## src/verilog/frt_pkg.sv

```systemverilog
package frt_pkg;
    // ****************************************
    // Register map
    // ****************************************
    localparam logic [3:0] ADDR_CTRL_ONE     = 4'h0;
    localparam logic [3:0] ADDR_CTRL_TWO     = 4'h1;
    localparam logic [3:0] ADDR_FLAGS        = 4'h2;
    localparam logic [3:0] ADDR_COUNT_HIGH   = 4'h3;
    localparam logic [3:0] ADDR_COUNT_LOW    = 4'h4;
    localparam logic [3:0] ADDR_SHADOW_HIGH  = 4'h5;
    localparam logic [3:0] ADDR_SHADOW_LOW   = 4'h6;
    localparam logic [3:0] ADDR_CAP1_HIGH    = 4'h7;
    localparam logic [3:0] ADDR_CAP1_LOW     = 4'h8;
    localparam logic [3:0] ADDR_CAP2_HIGH    = 4'h9;
    localparam logic [3:0] ADDR_CAP2_LOW     = 4'ha;

    // ****************************************
    // Field positions
    // ****************************************
    localparam int CTRL1_CAP_IRQ_EN_BIT  = 7;
    localparam int CTRL1_CAP1_EDGE_BIT   = 1;
    localparam int CTRL1_OVF_IRQ_EN_BIT  = 5;
    localparam int CTRL2_PULSE_MODE_BIT  = 4;
    localparam int CTRL2_PWM_MODE_BIT    = 5;
    localparam int CTRL2_PRESCALE_LO_BIT = 2;
    localparam int CTRL2_CAP2_EDGE_BIT   = 1;
    localparam int CTRL2_EXT_EDGE_BIT    = 0;
    localparam int FLAG_CAP1_BIT         = 7;
    localparam int FLAG_CAP2_BIT         = 6;
    localparam int FLAG_OVF_BIT          = 5;

    // ****************************************
    // Reset values and counts
    // ****************************************
    localparam logic [15:0] COUNT_RELOAD    = 16'hfffc;
    localparam logic [15:0] COUNT_TOP       = 16'hffff;
    localparam logic [7:0]  CTRL_RESET      = 8'h00;
    localparam logic [1:0]  PRESCALE_EXT    = 2'h3;
    localparam int          EXT_MIN_EDGES   = 4;

    typedef struct packed {
        logic        read;
        logic        write;
        logic [3:0]  address;
        logic [7:0]  writedata;
    } frt_bus_req_t;

    typedef struct packed {
        logic        captureOne;
        logic        captureTwo;
        logic        extCount;
    } frt_pins_t;

    typedef struct packed {
        logic        overflowIrq;
        logic        captureIrq;
    } frt_irq_t;
endpackage

```

## src/verilog/frt_timer.sv

```systemverilog
// What this block does
// - Sixteen-bit up counter advances once per timer tick, read as two bytes.
// - Timer tick is system clock divided by 2, 4 or 8 by prescale field.
// - Prescale field both ones selects external pin edges as the tick.
// - Any write to either counter low byte forces the count to fffc.
// - Reset loads fffc, the only reload value, also in pulse modes.
// - Both counter views show the same count, low byte writes only reload it; shadow low never clears overflow.
// - High byte read latches low byte until low byte read, despite rereads.
// - Low byte read outside a sequence returns live low byte.
// - Wrap from ffff to 0000 sets overflow flag in every mode.
// - Overflow interrupt requested while enabled and cpu mask clear, else pending.
// - Overflow flag clears on status read while set, then count low access.
// - Counter runs in wait, stops in halt, resumes from held count.
// - External edge polarity bit selects which pin transition counts.
// - Capture pin active edge copies count into capture register, sets flag.
// - Capture one polarity in control one, capture two polarity in control two.
// - Shared capture enable requests interrupt for either channel while mask clear.
// - Capture flag clears on status read while set, then capture low access.
// - Capture high read blocks captures and flag setting until low read.
// - Capture register always holds the most recent captured count.
// - In pulse or pwm mode only capture channel two captures.
// - Capture pins always feed the timer whatever their port direction.
`timescale 1ns/1ns
`default_nettype none
module frt_timer #(
    parameter int COUNT_BITS = 16
) (
    input  wire logic                  clock,
    input  wire logic                  srst,
    input  wire logic                  clockEnable,
    input  wire frt_pkg::frt_bus_req_t busReq,
    output var  logic [7:0]            readdata,
    output var  logic                  waitrequest,
    input  wire frt_pkg::frt_pins_t    pins,
    input  wire logic                  cpuMask,
    input  wire logic                  haltMode,
    output var  frt_pkg::frt_irq_t     irq
);
    import frt_pkg::*;

    // ****************************************
    // Parameter check
    // ****************************************
    // The register map serves a two byte count only
    if (COUNT_BITS != 16) begin : g_width_check
        $error("count width must be sixteen");
    end

    // ****************************************
    // State
    // ****************************************
    typedef struct packed {
        logic [15:0] count;
        logic [2:0]  divider;
        logic [7:0]  ctrlOne;
        logic [7:0]  ctrlTwo;
        logic        ovfFlag;
        logic [1:0]  capFlag;
        logic        ovfArmed;
        logic [1:0]  capArmed;
        logic [15:0] capValue0;
        logic [15:0] capValue1;
        logic [1:0]  capBlocked;
        logic [7:0]  lowLatch;
        logic        lowHeld;
        logic [2:0]  extSync;
        logic [2:0]  cap0Sync;
        logic [2:0]  cap1Sync;
        logic        answered;
        logic        waitReq;
        logic [7:0]  readdata;
        frt_irq_t    irq;
    } frt_state_t;

    frt_state_t state;
    frt_state_t next_state;

    logic [1:0] prescale;
    logic       tick;
    logic       extEdge;
    logic       cap0Edge;
    logic       cap1Edge;
    logic       accept;
    logic       rd;
    logic       wr;
    logic       pulseModes;

    assign prescale   = state.ctrlTwo[CTRL2_PRESCALE_LO_BIT +: 2];
    assign pulseModes = state.ctrlTwo[CTRL2_PULSE_MODE_BIT] | state.ctrlTwo[CTRL2_PWM_MODE_BIT];
    assign accept     = (busReq.read | busReq.write) & ~state.answered;
    assign rd         = accept & busReq.read;
    assign wr         = accept & busReq.write;

    // Edge detectors look only at the differing second and third stages
    always_comb begin
        extEdge  = (state.extSync[1] != state.extSync[2])
                 & (state.extSync[1] == state.ctrlTwo[CTRL2_EXT_EDGE_BIT]);
        cap0Edge = (state.cap0Sync[1] != state.cap0Sync[2])
                 & (state.cap0Sync[1] == state.ctrlOne[CTRL1_CAP1_EDGE_BIT]);
        cap1Edge = (state.cap1Sync[1] != state.cap1Sync[2])
                 & (state.cap1Sync[1] == state.ctrlTwo[CTRL2_CAP2_EDGE_BIT]);
        unique case (prescale)
            2'h0: tick = state.divider[0];
            2'h1: tick = &state.divider[1:0];
            2'h2: tick = &state.divider;
            default: tick = extEdge;
        endcase
        if (haltMode) begin
            tick = 1'b0;
        end
    end

    // ****************************************
    // Next state
    // ****************************************
    always_comb begin
        next_state = state;
        next_state.extSync  = {state.extSync[1:0], pins.extCount};
        next_state.cap0Sync = {state.cap0Sync[1:0], pins.captureOne};
        next_state.cap1Sync = {state.cap1Sync[1:0], pins.captureTwo};
        next_state.answered = accept;
        // Registered so the bus output comes straight from a flop
        next_state.waitReq  = ~accept;
        if (!haltMode) begin
            next_state.divider = state.divider + 3'h1;
        end
        if (tick) begin
            next_state.count = state.count + 16'h0001;
            if (state.count == COUNT_TOP) begin
                next_state.ovfFlag = 1'b1;
            end
        end

        // Captures; set beats any clear below
        if (cap0Edge && !state.capBlocked[0] && !pulseModes) begin
            next_state.capValue0 = state.count;
        end
        if (cap1Edge && !state.capBlocked[1]) begin
            next_state.capValue1 = state.count;
        end

        if (rd) begin
            unique case (busReq.address)
                ADDR_CTRL_ONE: next_state.readdata = state.ctrlOne;
                ADDR_CTRL_TWO: next_state.readdata = state.ctrlTwo;
                ADDR_FLAGS: begin
                    next_state.readdata = 8'h00;
                    next_state.readdata[FLAG_OVF_BIT]  = state.ovfFlag;
                    next_state.readdata[FLAG_CAP1_BIT] = state.capFlag[0];
                    next_state.readdata[FLAG_CAP2_BIT] = state.capFlag[1];
                    next_state.ovfArmed = state.ovfFlag;
                    next_state.capArmed = state.capFlag;
                end
                ADDR_COUNT_HIGH, ADDR_SHADOW_HIGH: begin
                    next_state.readdata = state.count[15:8];
                    if (!state.lowHeld) begin
                        next_state.lowLatch = state.count[7:0];
                        next_state.lowHeld  = 1'b1;
                    end
                end
                ADDR_COUNT_LOW, ADDR_SHADOW_LOW: begin
                    next_state.readdata = state.lowHeld ? state.lowLatch : state.count[7:0];
                    next_state.lowHeld  = 1'b0;
                end
                ADDR_CAP1_HIGH: begin
                    next_state.readdata      = state.capValue0[15:8];
                    next_state.capBlocked[0] = 1'b1;
                end
                ADDR_CAP1_LOW: begin
                    next_state.readdata      = state.capValue0[7:0];
                    next_state.capBlocked[0] = 1'b0;
                end
                ADDR_CAP2_HIGH: begin
                    next_state.readdata      = state.capValue1[15:8];
                    next_state.capBlocked[1] = 1'b1;
                end
                ADDR_CAP2_LOW: begin
                    next_state.readdata      = state.capValue1[7:0];
                    next_state.capBlocked[1] = 1'b0;
                end
                default: next_state.readdata = 8'h00;
            endcase
        end
        if (wr) begin
            unique case (busReq.address)
                ADDR_CTRL_ONE: next_state.ctrlOne = busReq.writedata;
                ADDR_CTRL_TWO: next_state.ctrlTwo = busReq.writedata;
                ADDR_COUNT_LOW, ADDR_SHADOW_LOW: begin
                    next_state.count = COUNT_RELOAD;
                end
                default: ;
            endcase
        end

        // Overflow clear on counter low access only
        if (accept && busReq.address == ADDR_COUNT_LOW && state.ovfArmed) begin
            next_state.ovfArmed = 1'b0;
            if (!(tick && state.count == COUNT_TOP)) begin
                next_state.ovfFlag = 1'b0;
            end
        end
        if (accept && busReq.address == ADDR_CAP1_LOW && state.capArmed[0]) begin
            next_state.capArmed[0] = 1'b0;
            next_state.capFlag[0]  = 1'b0;
        end
        if (accept && busReq.address == ADDR_CAP2_LOW && state.capArmed[1]) begin
            next_state.capArmed[1] = 1'b0;
            next_state.capFlag[1]  = 1'b0;
        end
        if (cap0Edge && !state.capBlocked[0] && !pulseModes) begin
            next_state.capFlag[0] = 1'b1;
        end
        if (cap1Edge && !state.capBlocked[1]) begin
            next_state.capFlag[1] = 1'b1;
        end

        next_state.irq.overflowIrq = state.ovfFlag & state.ctrlOne[CTRL1_OVF_IRQ_EN_BIT] & ~cpuMask;
        next_state.irq.captureIrq  = (|state.capFlag) & state.ctrlOne[CTRL1_CAP_IRQ_EN_BIT]
                                   & ~cpuMask;
    end

    // ****************************************
    // Registers
    // ****************************************
    always_ff @(posedge clock) begin
        if (srst) begin
            state         <= '0;
            state.count   <= COUNT_RELOAD;
            state.ctrlOne <= CTRL_RESET;
            state.ctrlTwo <= CTRL_RESET;
            state.waitReq <= 1'b1;
        end else if (clockEnable) begin
            state <= next_state;
        end
    end

    always_comb begin
        readdata    = state.readdata;
        irq         = state.irq;
        // Waitrequest is low only in the answer cycle
        waitrequest = state.waitReq;
    end
endmodule
`default_nettype wire

```

## config.mk

```make
export PLATFORM = sky130hd
export DESIGN_NAME = frt_timer
export DESIGN_NICKNAME = d
export VERILOG_FILES = /design/src/verilog/frt_pkg.sv /design/src/verilog/frt_timer.sv
export SDC_FILE = /design/constraint.sdc
export NUM_CORES = 1
export LEC_CHECK = 0
export BUFFER_PORTS_ARGS = -buffer_cell sky130_fd_sc_hd__buf_2
export CAP_MARGIN = 15
export CORE_UTILIZATION = 40
export DETAILED_ROUTE_END_ITERATION = 16
export MAX_ROUTING_LAYER = met4
export PLACE_DENSITY = 0.55
export SLEW_MARGIN = 10
export SYNTH_ARGS = -nofsm -noshare
export SYNTH_HDL_FRONTEND = slang
export SYNTH_SLANG_ARGS = --single-unit
```

## constraint.sdc

```tcl
create_clock -name clock -period 1.9 [get_ports clock]
set_input_delay 0.19 -clock clock [delete_from_list [all_inputs] [get_ports clock]]
set_output_delay 0.19 -clock clock [all_outputs]
set_load 0.1 [all_outputs]
```

==> impl_results.md <==
* Largest net degree at the start of global routing at 34
* Cell Pwr Density at 815 nW/um2
* First-pass GRT wire length at 21,800 um
* Critical path, cell by cell: ha_1 -> ha_1 -> mux2i_2 -> o32a_2 -> or3_1 -> nand3_1
* Rows at 40
* CP top delay family: simple AND/OR/NAND/NOR gates
* R2R Setup Slk at 150 ps
* FMAX at 570 MHz
* DIE AREA at 13,000 um2
* Antenna Nets Post-Route at 0
* Minimum clock period at 1750 ps
* Critical path origin: state[86]
* Clock Tree Root: clkbuf_16
* Max Fanout on Critical Path at 6
* NumNets Final at 615
* Final slew viol count at 0
* Critical Path Max Stage Delay at 400 ps
* Initial antenna violation count at 0
* Syn Area/Cell at 8.94 um2
* Cell Area, Placed at 5420 um2
* Critical Path End: state[92]
* Antenna Diode Count at 0
* Grt total ovfl at 0
* CTS tree: built
* RePlAce Congestion at 0.856
* Iteration-0 DRC Markers at 263
* Worst Setup Start Kind: flop
* Setup violators final at 0
* Asr flop ratio synth at 0
* Setup Fix Bufs, Post-CTS at 0
* Hold-fix buffers, CTS at 0
* Vias/cell at 5.53
* Reg2reg end: state[92]
* Worst EP arrival at 2050 ps
* Worst R2R Start: state[86]
* Worst Tran Pin Value at 590 ps
* Die X at 114 um
* Yosys cell types at 62
* Post-Route WL at 13,500 um
* LEAKAGE at 2.52 nW
* Ys flop type: dfxtp_1
* Number of global-route vias before repair at 3,984
* Fill count at 1,237
* Sequential element share of the synthesized area at 0.420
* FF+latch count, synth at 105
* Status: completed
* Port Buffers at 32
* Yosys top cell by area: dfxtp_1
* Ranking of synthesized cells by area: dfxtp_1, mux2i_1, nor2_1
* Initial Utilization at 0.413
* Final hold violations at 0
* TritonCTS Sinks at 105
* Yosys top cell area share at 0.420
* Max cap viols at 0
* Share of cells above drive strength 1 at 0.178
* Synthesized instance count at 560
* Num CTS Buffers at 9
* Area of the core at 12,100 um2
* Pre-Repair DR Iteration Count at 5
* Commonest cells in the netlist: dfxtp_1, nor2_1, mux2i_1, nand2_1, a21oi_1
* Synth warnings at 0
* Num ports at 33
* Die Span Y at 114 um
* PostCTS Resize Cnt at 0
* Post-synth design cell area at 5010 um2
* Final core utilization at 0.475
* Period utilization at 0.923
* CP Class: flop to flop
* Top-count cell post-synth: dfxtp_1
* Clock Latency Late Sink at 360 ps
* CTS H-tree lvls at 3
* Post-synth net total at 585
* Maximum vdd drop at 0.540 mV
* FF-to-FF path depth at 6
* Buffers and inverters on the worst path at 0
* Worst Setup End Kind: flop
* EDFF count, synth at 0
* Routed len/inst at 17.7 um
* Residual DRC at 0
* RSZ-0062 raised after global routing: no
* CP required at 2200 ps
* Detail Placement HPWL at 9880 um
* Clock-pin slew on the worst setup and hold paths at 70 ps
* Global Route Usage Sum at 0.228
* Slew HR at 0.607
* Area grow syn2layout at 14.8%
* Post-route cell area at 5750 um2
* Max clock buf depth at 2
* Crit-path slowest cell: o32a_2
* Vias at 4,221
* Skew final at 10.0 ps
* Crit-path most repeated cell: ha_1
* WP depth at 6
* HP Class: primary input to flop
* Final setup TNS at 0 ps
## power breakdown
| group | internal (W) | switching (W) |
|---|---|---|
| sequential | 0.00223 | 0.0000220 |
| clock | 0.00122 | 0.000820 |
| combinational | 0.000141 | 0.000253 |
| total | 0.00359 | 0.00109 |
## per-stage QoR
stage,setup WS [ps],cells,total power (W),hold slack [ps]
after CTS,125,763,0.00473,73.7
after floorplan,269,560,0.00257,310
after global routing,24.6,763,0.00485,80.6
after detailed placement,136,747,0.00269,441
final,146,763,0.00469,77.6
after global placement,174,747,0.00269,425
## sequential cells by signal, indices dropped and copies added (netlist names)
name,flops
irq,2
state,86
readdata,8
waitrequest,1
prescale,2
next_state,6
## placed cells by master, fill, tap and decap left out, types with 4 or more instances in the layout
cell type,instances
and4_1,5
nor3b_1,5
a31oi_1,8
buf_4,35
o211ai_1,4
nor2b_1,8
a211oi_1,7
mux2i_1,65
or3_1,4
inv_1,6
buf_2,32
o21ai_1,4
a21oi_1,36
mux2_2,9
nand2_1,39
and3_1,11
nand4_1,5
clkbuf_16,9
a22oi_1,4
nor2_1,75
dfxtp_1,105
o21ai_0,20
nor3_1,6
o2bb2ai_1,4
nand3_1,26
## kinds of logic after synthesis
family | share of synthesized area
multiplexers | 0.157
flip-flops | 0.420
XOR/XNOR | 0.00525
AO/OA/AOI/OAI | 0.147
buffers and inverters | 0.0622
AND/OR/NAND/NOR | 0.202
adder cells (fa/ha/maj) | 0.00750
## worst register-to-register path: stages, from the launching register on
cell     delay [ps]
dfxtp_1         390
ha_1            200
ha_1            180
mux2i_2         100
o32a_2          400
or3_1           360
nand3_1          80
## how the worst min path moves through the flow
stage | startpoint | to | slack (ps) | cells after the start
after floorplan | srst | state[99] | 310 | 2
after global placement | pins[1] | next_state[13] | 420 | 3
after detailed placement | readdata[1] | readdata[1] | 440 | 2
after CTS | busReq[7] | state[77] | 70 | 3
after global routing | busReq[7] | state[77] | 80 | 3
final | pins[0] | next_state[19] | 80 | 3
## per-layer routing
layer	part of all wire	global-route usage	wire length [um]
met2	0.45	0.343	6060
met5	0	-	0
met4	0.017	0.0597	225
met1	0.49	0.307	6560
met3	0.047	0.0542	628
## cell type report
| type | count | area [um2] | area share |
|---|---|---|---|
| Clock buffer | 11 | 253 | 0.0440 |
| Clock inverter | 5 | 77.6 | 0.0135 |
| Inverter | 6 | 22.5 | 0.00392 |
| Multi-Input combinational cell | 398 | 2600 | 0.452 |
| Sequential cell | 105 | 2100 | 0.366 |
| Tap cell | 168 | 210 | 0.0366 |
| Timing Repair Buffer | 70 | 483 | 0.0840 |
Note: power is estimated with default switching activity, not from simulation.
